`src/include/ces_pkg.sv`:
```
// shared constants for the can error and status reporting block
package ces_pkg;

  ////////////////////////////////////////////////////////////////////////////
  // register map (byte offsets on the wishbone bus)
  localparam int ADDR_W = 5;
  localparam logic [4:0] CTRL_OFS = 5'h00; // control register
  localparam logic [4:0] STAT_OFS = 5'h04; // status register
  localparam logic [4:0] ERRC_OFS = 5'h08; // error counters, read only
  localparam logic [4:0] IID_OFS = 5'h10; // interrupt identifier, read only

  // control register fields
  localparam int CTRL_INIT = 0; // initialisation, stops bus activity
  localparam int CTRL_IE = 1; // module interrupt enable
  localparam int CTRL_SIE = 2; // status_change_irq_enable
  localparam int CTRL_EIE = 3; // error_irq_enable
  localparam logic [3:0] CTRL_RST = 4'h1;

  // status register fields
  localparam int STAT_LEC_LSB = 0; // last_fault_code [2:0]
  localparam int STAT_TX_SUCCESS_FLAG = 3; // tx_success_flag
  localparam int STAT_RX_SUCCESS_FLAG = 4; // rx_success_flag
  localparam int STAT_PASSIVE_STATE_FLAG = 5; // passive_state_flag
  localparam int STAT_WARNING_LEVEL_FLAG = 6; // warning_level_flag
  localparam int STAT_BUS_OFF_FLAG = 7; // bus_off_flag
  localparam logic [7:0] STAT_RST = 8'h00;

  // error counter register fields
  localparam int ERRC_TEC_LSB = 0; // tx_fault_count [7:0]
  localparam int ERRC_REC_LSB = 8; // rx_fault_count [14:8]
  localparam int ERRC_RP = 15; // receive_passive_flag
  localparam logic [31:0] ERRC_RST = 32'h0000_0000;

  // interrupt identifier of the status interrupt
  localparam logic [15:0] STATUS_INT_ID = 16'h8000;

  ////////////////////////////////////////////////////////////////////////////
  // last fault codes
  localparam logic [2:0] LEC_NONE = 3'h0;
  localparam logic [2:0] LEC_STUFF = 3'h1;
  localparam logic [2:0] LEC_FORM = 3'h2;
  localparam logic [2:0] LEC_ACK = 3'h3;
  localparam logic [2:0] LEC_RECESSIVE_MISS = 3'h4;
  localparam logic [2:0] LEC_DOMINANT_MISS = 3'h5;
  localparam logic [2:0] LEC_CRC = 3'h6;
  localparam logic [2:0] LEC_UNUSED = 3'h7;

  ////////////////////////////////////////////////////////////////////////////
  // fault confinement limits
  localparam logic [7:0] WARN_LIMIT = 8'h60; // 96
  localparam logic [7:0] PASSIVE_LIMIT = 8'h80; // 128
  localparam logic [7:0] REC_RETURN = 8'h77; // 119 after rx in passive
  localparam logic [8:0] TX_STEP = 9'h008; // tx error weight
  localparam int RECOVERY_RUNS = 129; // idle runs to leave bus-off

  // fault confinement state
  typedef enum {CONF_ACTIVE, CONF_PASSIVE, CONF_BUS_OFF} ces_conf_type;

endpackage : ces_pkg

```
`src/rtl/ces_fault_counters.sv`:
```
// transmit and receive fault counters with confinement state
`timescale 1ns/1ps
module ces_fault_counters #(
  parameter int RUNS = ces_pkg::RECOVERY_RUNS
) (
  input wire logic clk,
  input wire logic sys_rst,
  input wire logic tx_fault, // fault seen while transmitting
  input wire logic rx_fault, // fault seen while receiving
  input wire logic tx_done, // error free transmission
  input wire logic rx_done, // error free reception
  input wire logic idle_run, // eleven recessive bits seen
  input wire logic recover_en, // init released by software
  output logic [7:0] tx_fault_count,
  output logic [7:0] rx_fault_count,
  output logic warn,
  output logic passive,
  output logic rx_passive,
  output logic bus_off
);

  ces_pkg::ces_conf_type conf_ff, nxt_conf; // confinement state
  logic [7:0] tec_ff, nxt_tec; // transmit counter
  logic [7:0] rec_ff, nxt_rec; // receive counter, capped at 128
  logic [7:0] runs_ff, nxt_runs; // idle runs seen in recovery
  logic [8:0] tec_sum; // widened to catch overflow past 255

  ////////////////////////////////////////////////////////////////////////////
  // next counter values
  always_comb
  begin
    nxt_tec = tec_ff;
    nxt_rec = rec_ff;
    nxt_runs = runs_ff;
    nxt_conf = conf_ff;
    tec_sum = {1'b0, tec_ff} + ces_pkg::TX_STEP;
    case (conf_ff)
      ces_pkg::CONF_BUS_OFF:
      begin
        // counters only restart after the full idle sequence
        if (recover_en && idle_run)
        begin
          if (runs_ff == 8'(RUNS - 1))
          begin
            nxt_tec = 8'h00;
            nxt_rec = 8'h00;
            nxt_runs = 8'h00;
            nxt_conf = ces_pkg::CONF_ACTIVE;
          end
          else
          begin
            nxt_runs = runs_ff + 8'h01;
          end
        end
      end
      default:
      begin
        // transmit counter: heavy weight up, one down
        if (tx_fault)
        begin
          if (tec_sum[8])
          begin
            nxt_tec = 8'hff;
          end
          else
          begin
            nxt_tec = tec_sum[7:0];
          end
        end
        else if (tx_done && tec_ff != 8'h00)
        begin
          nxt_tec = tec_ff - 8'h01;
        end
        // receive counter: passive nodes fall back on success
        if (rx_fault && rec_ff < ces_pkg::PASSIVE_LIMIT)
        begin
          nxt_rec = rec_ff + 8'h01;
        end
        else if (rx_done && rec_ff >= ces_pkg::PASSIVE_LIMIT)
        begin
          nxt_rec = ces_pkg::REC_RETURN;
        end
        else if (rx_done && rec_ff != 8'h00)
        begin
          nxt_rec = rec_ff - 8'h01;
        end
        // derive the state from the new counts
        if (tx_fault && tec_sum[8])
        begin
          nxt_conf = ces_pkg::CONF_BUS_OFF;
          nxt_runs = 8'h00;
        end
        else if (nxt_tec >= ces_pkg::PASSIVE_LIMIT ||
                 nxt_rec >= ces_pkg::PASSIVE_LIMIT)
        begin
          nxt_conf = ces_pkg::CONF_PASSIVE;
        end
        else
        begin
          nxt_conf = ces_pkg::CONF_ACTIVE;
        end
      end
    endcase
  end

  // register the counters
  always_ff @(posedge clk or posedge sys_rst)
  begin
    if (sys_rst)
    begin
      conf_ff <= ces_pkg::CONF_ACTIVE;
      tec_ff <= 8'h00;
      rec_ff <= 8'h00;
      runs_ff <= 8'h00;
    end
    else
    begin
      conf_ff <= nxt_conf;
      tec_ff <= nxt_tec;
      rec_ff <= nxt_rec;
      runs_ff <= nxt_runs;
    end
  end

  // flags follow the counters and the confinement state directly
  assign tx_fault_count = tec_ff;
  assign rx_fault_count = rec_ff;
  assign bus_off = (conf_ff == ces_pkg::CONF_BUS_OFF);
  assign passive = (conf_ff == ces_pkg::CONF_PASSIVE);
  assign rx_passive = (rec_ff >= ces_pkg::PASSIVE_LIMIT);
  assign warn = (tec_ff >= ces_pkg::WARN_LIMIT) ||
                (rec_ff >= ces_pkg::WARN_LIMIT);

endmodule : ces_fault_counters

```
`src/rtl/ces_status_top.sv`:
```
// can error classification, status register and error counter register
//
// The Wishbone interface to the registers was chosen for this implementation.
`timescale 1ns/1ps
module ces_status_top #(
  parameter int RUNS = ces_pkg::RECOVERY_RUNS
) (
  input wire logic clk,
  input wire logic sys_rst,
  input wire logic wb_cyc_i,
  input wire logic wb_stb_i,
  input wire logic wb_we_i,
  input wire logic [ces_pkg::ADDR_W-1:0] wb_adr_i,
  input wire logic [3:0] wb_sel_i,
  input wire logic [31:0] wb_dat_i,
  output logic [31:0] wb_dat_o,
  output logic wb_ack_o,
  input wire logic stuff_err, // protocol core pulses, same clock
  input wire logic form_err,
  input wire logic ack_err,
  input wire logic recessive_miss_error,
  input wire logic dominant_miss_error,
  input wire logic crc_err,
  input wire logic tx_active, // core is transmitter of current frame
  input wire logic rx_done,
  input wire logic tx_done,
  input wire logic idle_run,
  output logic init_o, // stops the protocol core
  output logic irq_o
);

  ////////////////////////////////////////////////////////////////////////////
  // helpers

  // address match, shared by read and write decode
  function automatic logic hit(
    input logic [ces_pkg::ADDR_W-1:0] adr,
    input logic [4:0] ofs
  );
    hit = (adr == ofs);
  endfunction : hit

  // lowest event index wins when several errors coincide
  function automatic logic [2:0] lec_of(input logic [5:0] vec);
    logic [2:0] code;
    code = ces_pkg::LEC_NONE;
    for (int i = 5; i >= 0; i--)
    begin
      if (vec[i])
      begin
        code = 3'(i + 1);
      end
    end
    lec_of = code;
  endfunction : lec_of

  ////////////////////////////////////////////////////////////////////////////
  // declarations
  logic [5:0] err_vec; // stuff, form, ack, rec miss, dom miss, crc
  logic hw_err; // any classified bus error
  logic run_hit; // idle run while recovering from bus-off
  logic hw_upd; // hardware update of lec, rx or tx flag
  logic flag_chg; // bus-off or warning flag moved
  logic req, wr, rd; // bus request decode
  logic stat_wr, stat_rd; // status register accesses
  logic [31:0] rd_word; // read mux
  logic [31:0] errc_word; // error counter register image
  logic [7:0] tx_fault_count, rx_fault_count; // counters from the confinement unit
  logic warn, passive, rx_passive, bus_off;
  logic ack_ff, nxt_ack; // bus answer
  logic [31:0] dat_ff, nxt_dat; // read data
  logic [3:0] ctrl_ff, nxt_ctrl; // init, ie, sie, eie
  logic [2:0] lec_ff, nxt_lec; // last_fault_code
  logic rx_success_flag_ff, nxt_rx_success_flag; // rx_success_flag
  logic tx_success_flag_ff, nxt_tx_success_flag; // tx_success_flag
  logic bus_off_flag_ff, nxt_bus_off_flag; // bus_off_flag as last reported
  logic warning_level_flag_ff, nxt_warning_level_flag; // warning_level_flag as last reported
  logic passive_state_flag_ff, nxt_passive_state_flag; // passive_state_flag
  logic pend_ff, nxt_pend; // status interrupt pending
  logic irq_ff, nxt_irq; // interrupt line

  ////////////////////////////////////////////////////////////////////////////
  // fault confinement counters

  assign err_vec = {crc_err, dominant_miss_error, recessive_miss_error,
                    ack_err, form_err, stuff_err};
  assign hw_err = |err_vec;

  ces_fault_counters #(
    .RUNS(RUNS)
  ) u_counters (
    .clk(clk),
    .sys_rst(sys_rst),
    .tx_fault(hw_err && tx_active),
    .rx_fault(hw_err && !tx_active),
    .tx_done(tx_done),
    .rx_done(rx_done),
    .idle_run(idle_run),
    .recover_en(!ctrl_ff[ces_pkg::CTRL_INIT]),
    .tx_fault_count(tx_fault_count),
    .rx_fault_count(rx_fault_count),
    .warn(warn),
    .passive(passive),
    .rx_passive(rx_passive),
    .bus_off(bus_off)
  );

  // counter image; low seven bits of rec with the passive flag above
  assign errc_word = {16'h0000, rx_passive, rx_fault_count[6:0], tx_fault_count};

  ////////////////////////////////////////////////////////////////////////////
  // wishbone slave: one wait cycle, ack for one cycle, all offsets answer

  assign req = wb_cyc_i && wb_stb_i && !ack_ff;
  assign wr = req && wb_we_i;
  assign rd = req && !wb_we_i;
  assign stat_wr = wr && hit(wb_adr_i, ces_pkg::STAT_OFS) && wb_sel_i[0];
  assign stat_rd = rd && hit(wb_adr_i, ces_pkg::STAT_OFS);

  // read mux; unmapped offsets read zero
  always_comb
  begin
    rd_word = 32'h0000_0000;
    if (hit(wb_adr_i, ces_pkg::CTRL_OFS))
    begin
      rd_word = {28'h0000000, ctrl_ff};
    end
    else if (hit(wb_adr_i, ces_pkg::STAT_OFS))
    begin
      rd_word = {24'h000000, bus_off_flag_ff, warning_level_flag_ff, passive_state_flag_ff, rx_success_flag_ff, tx_success_flag_ff,
                 lec_ff};
    end
    else if (hit(wb_adr_i, ces_pkg::ERRC_OFS))
    begin
      rd_word = errc_word;
    end
    else if (hit(wb_adr_i, ces_pkg::IID_OFS))
    begin
      rd_word = {16'h0000, pend_ff ? ces_pkg::STATUS_INT_ID : 16'h0000};
    end
  end

  // next values of the bus group
  always_comb
  begin
    nxt_ack = req;
    nxt_dat = rd ? rd_word : dat_ff;
    nxt_ctrl = ctrl_ff;
    // writes to the counter offset fall through untouched
    if (wr && hit(wb_adr_i, ces_pkg::CTRL_OFS) && wb_sel_i[0])
    begin
      nxt_ctrl = wb_dat_i[3:0];
    end
    // entering bus-off forces init so software must restart the core
    if (bus_off && !bus_off_flag_ff)
    begin
      nxt_ctrl[ces_pkg::CTRL_INIT] = 1'b1;
    end
  end

  // register the bus group
  always_ff @(posedge clk or posedge sys_rst)
  begin
    if (sys_rst)
    begin
      ack_ff <= 1'b0;
      dat_ff <= 32'h0000_0000;
      ctrl_ff <= ces_pkg::CTRL_RST;
    end
    else
    begin
      ack_ff <= nxt_ack;
      dat_ff <= nxt_dat;
      ctrl_ff <= nxt_ctrl;
    end
  end

  assign wb_ack_o = ack_ff;
  assign wb_dat_o = dat_ff;
  assign init_o = ctrl_ff[ces_pkg::CTRL_INIT];

  ////////////////////////////////////////////////////////////////////////////
  // status register and status interrupt

  // idle runs only count while recovering, not in normal traffic
  assign run_hit = idle_run && bus_off && !ctrl_ff[ces_pkg::CTRL_INIT];
  assign hw_upd = hw_err || run_hit || rx_done || tx_done;
  assign flag_chg = (bus_off != bus_off_flag_ff) || (warn != warning_level_flag_ff);

  // next values of the status group
  always_comb
  begin
    nxt_lec = lec_ff;
    nxt_rx_success_flag = rx_success_flag_ff;
    nxt_tx_success_flag = tx_success_flag_ff;
    // software writes first, so a same-cycle hardware event wins
    if (stat_wr)
    begin
      nxt_lec = wb_dat_i[2:0];
      nxt_rx_success_flag = wb_dat_i[ces_pkg::STAT_RX_SUCCESS_FLAG];
      nxt_tx_success_flag = wb_dat_i[ces_pkg::STAT_TX_SUCCESS_FLAG];
    end
    if (hw_err)
    begin
      nxt_lec = lec_of(err_vec);
    end
    else if (run_hit)
    begin
      nxt_lec = ces_pkg::LEC_DOMINANT_MISS;
    end
    else if (rx_done || tx_done)
    begin
      nxt_lec = ces_pkg::LEC_NONE;
    end
    if (rx_done)
    begin
      nxt_rx_success_flag = 1'b1;
    end
    if (tx_done)
    begin
      nxt_tx_success_flag = 1'b1;
    end
    nxt_bus_off_flag = bus_off;
    nxt_warning_level_flag = warn;
    nxt_passive_state_flag = passive;
    // passive changes and software writes are left out on purpose
    nxt_pend = (pend_ff && !stat_rd) ||
               (ctrl_ff[ces_pkg::CTRL_EIE] && flag_chg) ||
               (ctrl_ff[ces_pkg::CTRL_SIE] && hw_upd);
    nxt_irq = nxt_pend && nxt_ctrl[ces_pkg::CTRL_IE];
  end

  // register the status group
  always_ff @(posedge clk or posedge sys_rst)
  begin
    if (sys_rst)
    begin
      lec_ff <= ces_pkg::STAT_RST[2:0];
      rx_success_flag_ff <= 1'b0;
      tx_success_flag_ff <= 1'b0;
      bus_off_flag_ff <= 1'b0;
      warning_level_flag_ff <= 1'b0;
      passive_state_flag_ff <= 1'b0;
      pend_ff <= 1'b0;
      irq_ff <= 1'b0;
    end
    else
    begin
      lec_ff <= nxt_lec;
      rx_success_flag_ff <= nxt_rx_success_flag;
      tx_success_flag_ff <= nxt_tx_success_flag;
      bus_off_flag_ff <= nxt_bus_off_flag;
      warning_level_flag_ff <= nxt_warning_level_flag;
      passive_state_flag_ff <= nxt_passive_state_flag;
      pend_ff <= nxt_pend;
      irq_ff <= nxt_irq;
    end
  end

  assign irq_o = irq_ff;
endmodule : ces_status_top

```
`config.mk`:
```
export PLATFORM = sky130hd
export DESIGN_NAME = ces_status_top
export DESIGN_NICKNAME = d
export VERILOG_FILES = /design/src/include/ces_pkg.sv /design/src/rtl/ces_fault_counters.sv /design/src/rtl/ces_status_top.sv
export SDC_FILE = /design/constraint.sdc
export NUM_CORES = 1
export LEC_CHECK = 0
export BUFFER_PORTS_ARGS = -buffer_cell sky130_fd_sc_hd__buf_2
export CAP_MARGIN = 20
export CORE_UTILIZATION = 50
export CTS_BUF_LIST = sky130_fd_sc_hd__clkbuf_2
export DETAILED_ROUTE_END_ITERATION = 12
export GPL_TIMING_DRIVEN = 0
export MAX_ROUTING_LAYER = met4
export PLACE_DENSITY = 0.9
export SETUP_SLACK_MARGIN = 0.4
export SLEW_MARGIN = 20
export SYNTH_ARGS = -nofsm -noshare
export SYNTH_HDL_FRONTEND = slang
export SYNTH_SLANG_ARGS = --single-unit
```
`constraint.sdc`:
```
create_clock -name clk -period 2 [get_ports clk]
set_input_delay 0.1 -clock clk [delete_from_list [all_inputs] [get_ports clk]]
set_output_delay 0.1 -clock clk [all_outputs]
set_load 0.02 [all_outputs]
```
======== Word-level counts from Yosys, hierarchy flattened ========
Cells that the tools add are included.
storage, ports and cells
  memory bits (writable) .................. 0
  bits in registers ....................... 103
  bits in read-only memories .............. 0
  memories ................................ 0
  logic and storage cells ................. 131
  bits in latches ......................... 0
operators by class
  $lt $le $gt $ge ......................... 6
  muxes and demuxes ....................... 42
  reductions and logical operators ........ 50
  bitwise operators ....................... 0
  $add $sub $neg .......................... 5
  multiply operators ...................... 0
  div/mod/pow operators ................... 0
  eq/ne operators ......................... 11
  shifts and indexed selects .............. 0
operators with widths
  operator                                                            count
  2-to-1 mux 32 bit                                                   4
  2-to-1 mux 8 bit                                                    16
  2-to-1 mux 16 bit                                                   5
  equality test 32 x 2 -> 1 bit (second input constant)               2
  equality test 32 x 3 -> 1 bit (second input constant)               1
  2-to-1 mux 3 bit                                                    10
  greater-or-equal comparator 8 bit (second input constant)           3
  logical AND 1 bit                                                   24
  adder 8 x 1 -> 8 bit (second input constant)                        2
  greater-or-equal comparator 8 x 7 -> 1 bit (second input constant)  2
  nonzero test 8 bit                                                  2
  subtractor 8 x 1 -> 8 bit (second input constant)                   2
  adder 8 x 4 -> 9 bit (second input constant)                        1
  logical OR 1 bit                                                    9
  equality test 8 bit (second input constant)                         1
  less-than comparator 8 bit (second input constant)                  1
  nonzero test 2 bit                                                  4
  zero test 1 bit                                                     6
  2-to-1 mux 1 bit                                                    6
  OR reduction 6 bit                                                  1
  equality test 5 x 3 -> 1 bit (second input constant)                1
  equality test 5 x 4 -> 1 bit (second input constant)                1
  equality test 5 bit (second input constant)                         1
  zero test 5 bit                                                     1
  5 further kinds                                                     8

======== Longest topological paths before layout ========
  word-level depth ........................ 11
  gate-level depth with buffers ........... 8

======== Hierarchy ========
A second synthesis with hierarchy kept.
unflattened totals
  cells, all modules ...................... 401
  area total of the unflattened synthesis .. 3676.0 µm²
by module, submodules not included
  module              sequential area each (µm²)  cells each  area each (µm²)  times used
  ces_fault_counters  650.6                       252         2083.2           1
  ces_status_top      777.0                       149         1592.8           1

======== Worst setup path after synthesis ========
No wires, ideal clock.
  path kind ............................... register to register
  start ................................... register ctrl_ff[0]
  end ..................................... register irq_ff (netlist: irq_o)
  setup slack ............................. -0.003 ns
  arrival ................................. 1.884 ns
  stages on the path, launching flop included .. 6
  setup time .............................. 0.119 ns
  period minus slack after synthesis ...... 2.003 ns
  data required time ...................... 1.881 ns
  path through ............................ dfstp_2 and4bb_2 or3_4 nand2b_4 a221o_1 and2_1
between the ends
  word-level cells in the longest chain between the ends .. 8
ends and longest elaborated chain
  what                            RTL line               source
  start: declaration              ces_status_top.sv:72   logic [3:0] ctrl_ff, nxt_ctrl;
  start signal: assignment        ces_status_top.sv:168  ctrl_ff <= ces_pkg::CTRL_RST;
  start signal: assignment        ces_status_top.sv:174  ctrl_ff <= nxt_ctrl;
  zero test 1 bit                 ces_status_top.sv:186  assign run_hit = idle_run && bus_off && !ctrl_ff[ces_pkg::CTRL_INIT];
  logical AND 1 bit               ces_status_top.sv:186
  logical OR 1 bit (3 in series)  ces_status_top.sv:187  assign hw_upd = hw_err || run_hit || rx_done || tx_done;
  logical AND 1 bit               ces_status_top.sv:229  (ctrl_ff[ces_pkg::CTRL_SIE] && hw_upd);
  logical OR 1 bit                ces_status_top.sv:228  (ctrl_ff[ces_pkg::CTRL_EIE] && flag_chg) ||
  named net nxt_pend              ces_status_top.sv:79   logic pend_ff, nxt_pend;
  logical AND 1 bit               ces_status_top.sv:230  nxt_irq = nxt_pend && nxt_ctrl[ces_pkg::CTRL_IE];
  named net nxt_irq               ces_status_top.sv:80   logic irq_ff, nxt_irq;
  end signal: assignment          ces_status_top.sv:256  irq_ff <= nxt_irq;
  end: declaration                ces_status_top.sv:80
The timed path passes the listed nets, and every way through them passes these cells.
A chain may end at the register's enable or synchronous reset.

======== Worst setup path after layout ========
  start ................................... register u_counters.rec_ff[0] (netlist: u_counters.rx_fault_count[0])
  end ..................................... register u_counters.rec_ff[4] (netlist: u_counters.rx_fault_count[4])
between the ends
  word-level cells in the longest chain between the ends .. 7
  elaborated cells on any way between the ends .. 13
  those cells by class .................... add/sub: 2; order compare: 2; mux: 5; reduce/logical: 4
ends and longest elaborated chain
  what                                                                               RTL line                   source
  start: declaration                                                                 ces_fault_counters.sv:24   logic [7:0] rec_ff, nxt_rec;
  start signal: assignment                                                           ces_fault_counters.sv:120  rec_ff <= nxt_rec;
  parallel branches: the longest is 4 deep, another holds subtractor 8 x 1 -> 8 bit  -
  2-to-1 mux 8 bit *                                                                 ces_fault_counters.sv:75   if (rx_fault && rec_ff < ces_pkg::PASSIVE_LIMIT)
  2-to-1 mux 8 bit * (2 in series)                                                   ces_fault_counters.sv:37   case (conf_ff)
Every way passes the cells marked *. The select of a mux whose other input is x is not followed.

==> results.json <==
{
  "status": "complete, but fails checks",
  "failed_checks": "hold timing, setup timing",
  "n_fill_cell": 396,
  "hpwl_mm": 6.570,
  "synthAdderAreaFrac_pct": 3.540,
  "total_power_mw": 5.263,
  "cp.required_ps": 2420,
  "synth_cell_types": 73,
  "post-route-util_pct": 75.47,
  "die_area_um2": 7410,
  "fp.dieH_um": 86.08,
  "critPathKind": "reg -> reg",
  "max_cap_violations": 0,
  "arrival_ps": 2570,
  "synth-main-ff-cell": "dfrtp_1",
  "finalCritPeriodShare_pct": 107.4,
  "cts_tree": "built",
  "synth-edff-count": 0,
  "async_flop_share_pct": 100.0,
  "vias": 4233,
  "worst_setup_path_start_kind": "register",
  "fin_skew_ps": 38.21,
  "setup_viol": 11,
  "syn_inst": 388,
  "muxShareOfSynthArea_pct": 2.442,
  "drive_above_1_share_pct": 43.87,
  "first_iter_violations": 557,
  "max_freq_mhz": 465.5,
  "io_pins": 91,
  "hold_class": "in -> reg",
  "min_period_ps": 2148,
  "seqCellArea_um2": 1434,
  "rows": 30,
  "grt_pass1_wl_mm": 17.58,
  "rsz0062_at_grt": "true",
  "n_antenna_cell": 0,
  "clockRootBuffer": "clkbuf_2",
  "clock_path_buffers": 2,
  "place_congestion": 0.9760,
  "grt_overflow": 0,
  "drt_pass1_iterations": 8,
  "clk_pin_slew_ps": 200,
  "tightest_slew_ps": 839.7,
  "htree_num_levels": 3,
  "clock-sinks": 57,
  "area_growth_pct": 45.06,
  "insertion_delay_ps": 540,
  "viasPerCell": 6.677,
  "grt_max_degree": 58,
  "cp_max_fo": 4,
  "synthSimpleGateAreaFrac_pct": 19.86,
  "start_util_pct": 52.03,
  "fin_ws_ps": -148.4,
  "synthXorXnorAreaFrac_pct": 0.9912,
  "die_w_um": 86.08,
  "slew_headroom_pct": 43.59,
  "nets": 600,
  "syn_area_per_cell_um2": 9.110,
  "drc": 0,
  "critPathCaptureType": "register",
  "cts_buffers": 9,
  "peakVddDrop_uv": 433.5,
  "ys_ff_latch": 57,
  "whs_ps": -63.53,
  "p_per_area_nw_per_um2": 1027,
  "grt_pass1_vias": 3768,
  "wl_per_cell_um": 21.24,
  "pre_cts_ws_ps": -461.1,
  "wl_mm": 13.47,
  "synth_compound_area_share_pct": 24.39,
  "synth.cell_area_um2": 3535,
  "yosysWarnings": 0,
  "portBuffers": 44,
  "slew_violations": 0,
  "core_um2": 6794,
  "synth_top_family_by_area": "compound AO/OA/AOI/OAI gates",
  "multi_input_area_um2": 2238,
  "antenna_left": 0,
  "p_leak_nw": 2.348,
  "groute.usage.overall_pct": 31.37,
  "finalHoldViolCount": 2,
  "antenna_found_initial": 0,
  "synth-seq-area-share_pct": 40.39
}
final cells by class:
class	instances	share of cell area (%)
multi-input combinational	288	43.66
timing repair buffer	120	17.13
sequential	57	27.96
buffer	38	5.490
clock buffer	9	0.8785
inverter	20	1.562
tap	96	2.343
clock inverter	6	0.9761
cells in the final DEF (no fill, tap or decap), drive strengths merged, types with 3 or more instances in the layout:
cell type,count
mux2i,3
and2,5
clkbuf,22
nand3,12
o211ai,4
or4,3
or3,4
dfrtp,56
nand2b,8
clkinv,5
o21ai,29
conb,16
dlygate4sd3,12
inv,20
a221o,3
o221ai,3
nor3b,3
buf,133
a222oi,4
o2111ai,3
nor3,11
ha,10
a221oi,6
a21oi,20
a22o,8
and3,4
xnor2,3
o31ai,5
o22ai,3
mux2,5
nor2b,6
nand2,30
nor2,28
a211oi,6
and4,3
a31oi,6
logic make-up after synthesis:
family / after synthesis
AND/OR/NAND/NOR: 128
buffers and inverters: 58
other: 1
AO/OA/AOI/OAI: 122
multiplexers: 8
flip-flops: 57
adder cells (fa/ha/maj): 10
XOR/XNOR: 4
worst max-delay path, cell delays in order (launching register included):
cell and delay [ps]:
dfrtp_2 440, inv_2 90, ha_4 120, or4b_4 500, buf_4 170, buf_6 110
nand4_1 140, a31oi_1 130, a21oi_1 260, o21ai_1 90
sequential cells by signal, summed over array words and instances (netlist names):
register                   cells
bus_off_flag_ff                1
ctrl_ff                        4
irq_o                          1
lec_ff                         3
passive_state_flag_ff          1
pend_ff                        1
rx_success_flag_ff             1
tx_success_flag_ff             1
u_counters.conf_ff             2
u_counters.runs_ff             8
u_counters.rx_fault_count      8
u_counters.tx_fault_count      8
warning_level_flag_ff          1
wb_ack_o                       1
wb_dat_o                      16
repair_timing:
action,in CTS,in global routing
cloned,1,0
buffers inserted,37,26
endpoints found under the hold margin,69,0
endpoints found under the setup margin,40,42
hold buffers,12,0
pin swaps,22,39
gates resized for setup,64,57
layer usage:
layer | share of wire (%) | GRT usage [%] | vias to the layer above
met5 | 0 | - | -
met4 | 8.0 | 17.88 | 0
met3 | 10 | 5.101 | 160
met2 | 46 | 52.45 | 398
met1 | 35 | 35.65 | 1969
li1 | - | - | 1706
path summary, 6_finish.rpt:
check | start | endpoint | slack, ps | depth (start not counted)
worst max-delay path | u_counters.rx_fault_count[0] | u_counters.rx_fault_count[4] | -150 | 9
worst min-delay path | wb_adr_i[0] | wb_dat_o[15] | -60 | 3
worst max register to register | u_counters.rx_fault_count[0] | u_counters.rx_fault_count[4] | -150 | 9
worst min register to register | wb_dat_o[3] | wb_dat_o[3] | 510 | 2
max in group asynchronous | sys_rst | u_counters.rx_fault_count[0] | 1260 | 3
min in group asynchronous | sys_rst | pend_ff | 220 | 3
synthesized netlist by cell type (3+ instances only):
cell type | number | area share, %
mux2i_1 | 3 | 0.85
a221oi_1 | 6 | 1.5
o221ai_1 | 3 | 0.74
o2111ai_1 | 3 | 0.74
inv_1 | 19 | 2.0
and3_1 | 4 | 0.71
buf_2 | 6 | 0.85
mux2_2 | 5 | 1.6
o31ai_1 | 5 | 1.1
nor2b_1 | 6 | 1.1
nand2_1 | 30 | 3.2
a211oi_1 | 5 | 1.1
a222oi_1 | 4 | 1.1
a31oi_1 | 6 | 1.1
ha_1 | 10 | 3.5
nor3_1 | 10 | 1.4
o21ai_0 | 27 | 3.8
and2_1 | 5 | 0.88
clkbuf_1 | 15 | 1.6
xnor2_1 | 3 | 0.74
a221o_1 | 3 | 0.85
nor2_1 | 28 | 3.0
buf_4 | 16 | 3.4
nand2b_1 | 7 | 1.2
o22ai_1 | 3 | 0.53
o211ai_1 | 4 | 0.85
a21oi_1 | 20 | 2.8
dfrtp_1 | 56 | 40
a22o_1 | 7 | 1.7
and4_1 | 3 | 0.74
nand3_1 | 12 | 1.7
power breakdown:
group	internal, mW	switching, mW	total (mW)
Clock	0.264	0.476	0.739
Sequential	1.40	0.183	1.58
Combinational	1.27	1.67	2.94
through the flow:
| step | setup TNS [ps] | area (µm²) | hold slack (ps) | cells |
|---|---|---|---|---|
| finish | -742.1 | 5127 | -63.53 | 634 |
| global route | -1143 | 5127 | -17.32 | 634 |
| CTS | -47.28 | 4735 | 26.35 | 608 |
| detailed placement | -1682 | 4028 | 263.0 | 543 |
| global placement | -9820 | 4025 | 319.2 | 543 |
| floorplan | 0 | 3685 | 200.8 | 403 |
Power figures use the tool's default switching activity.
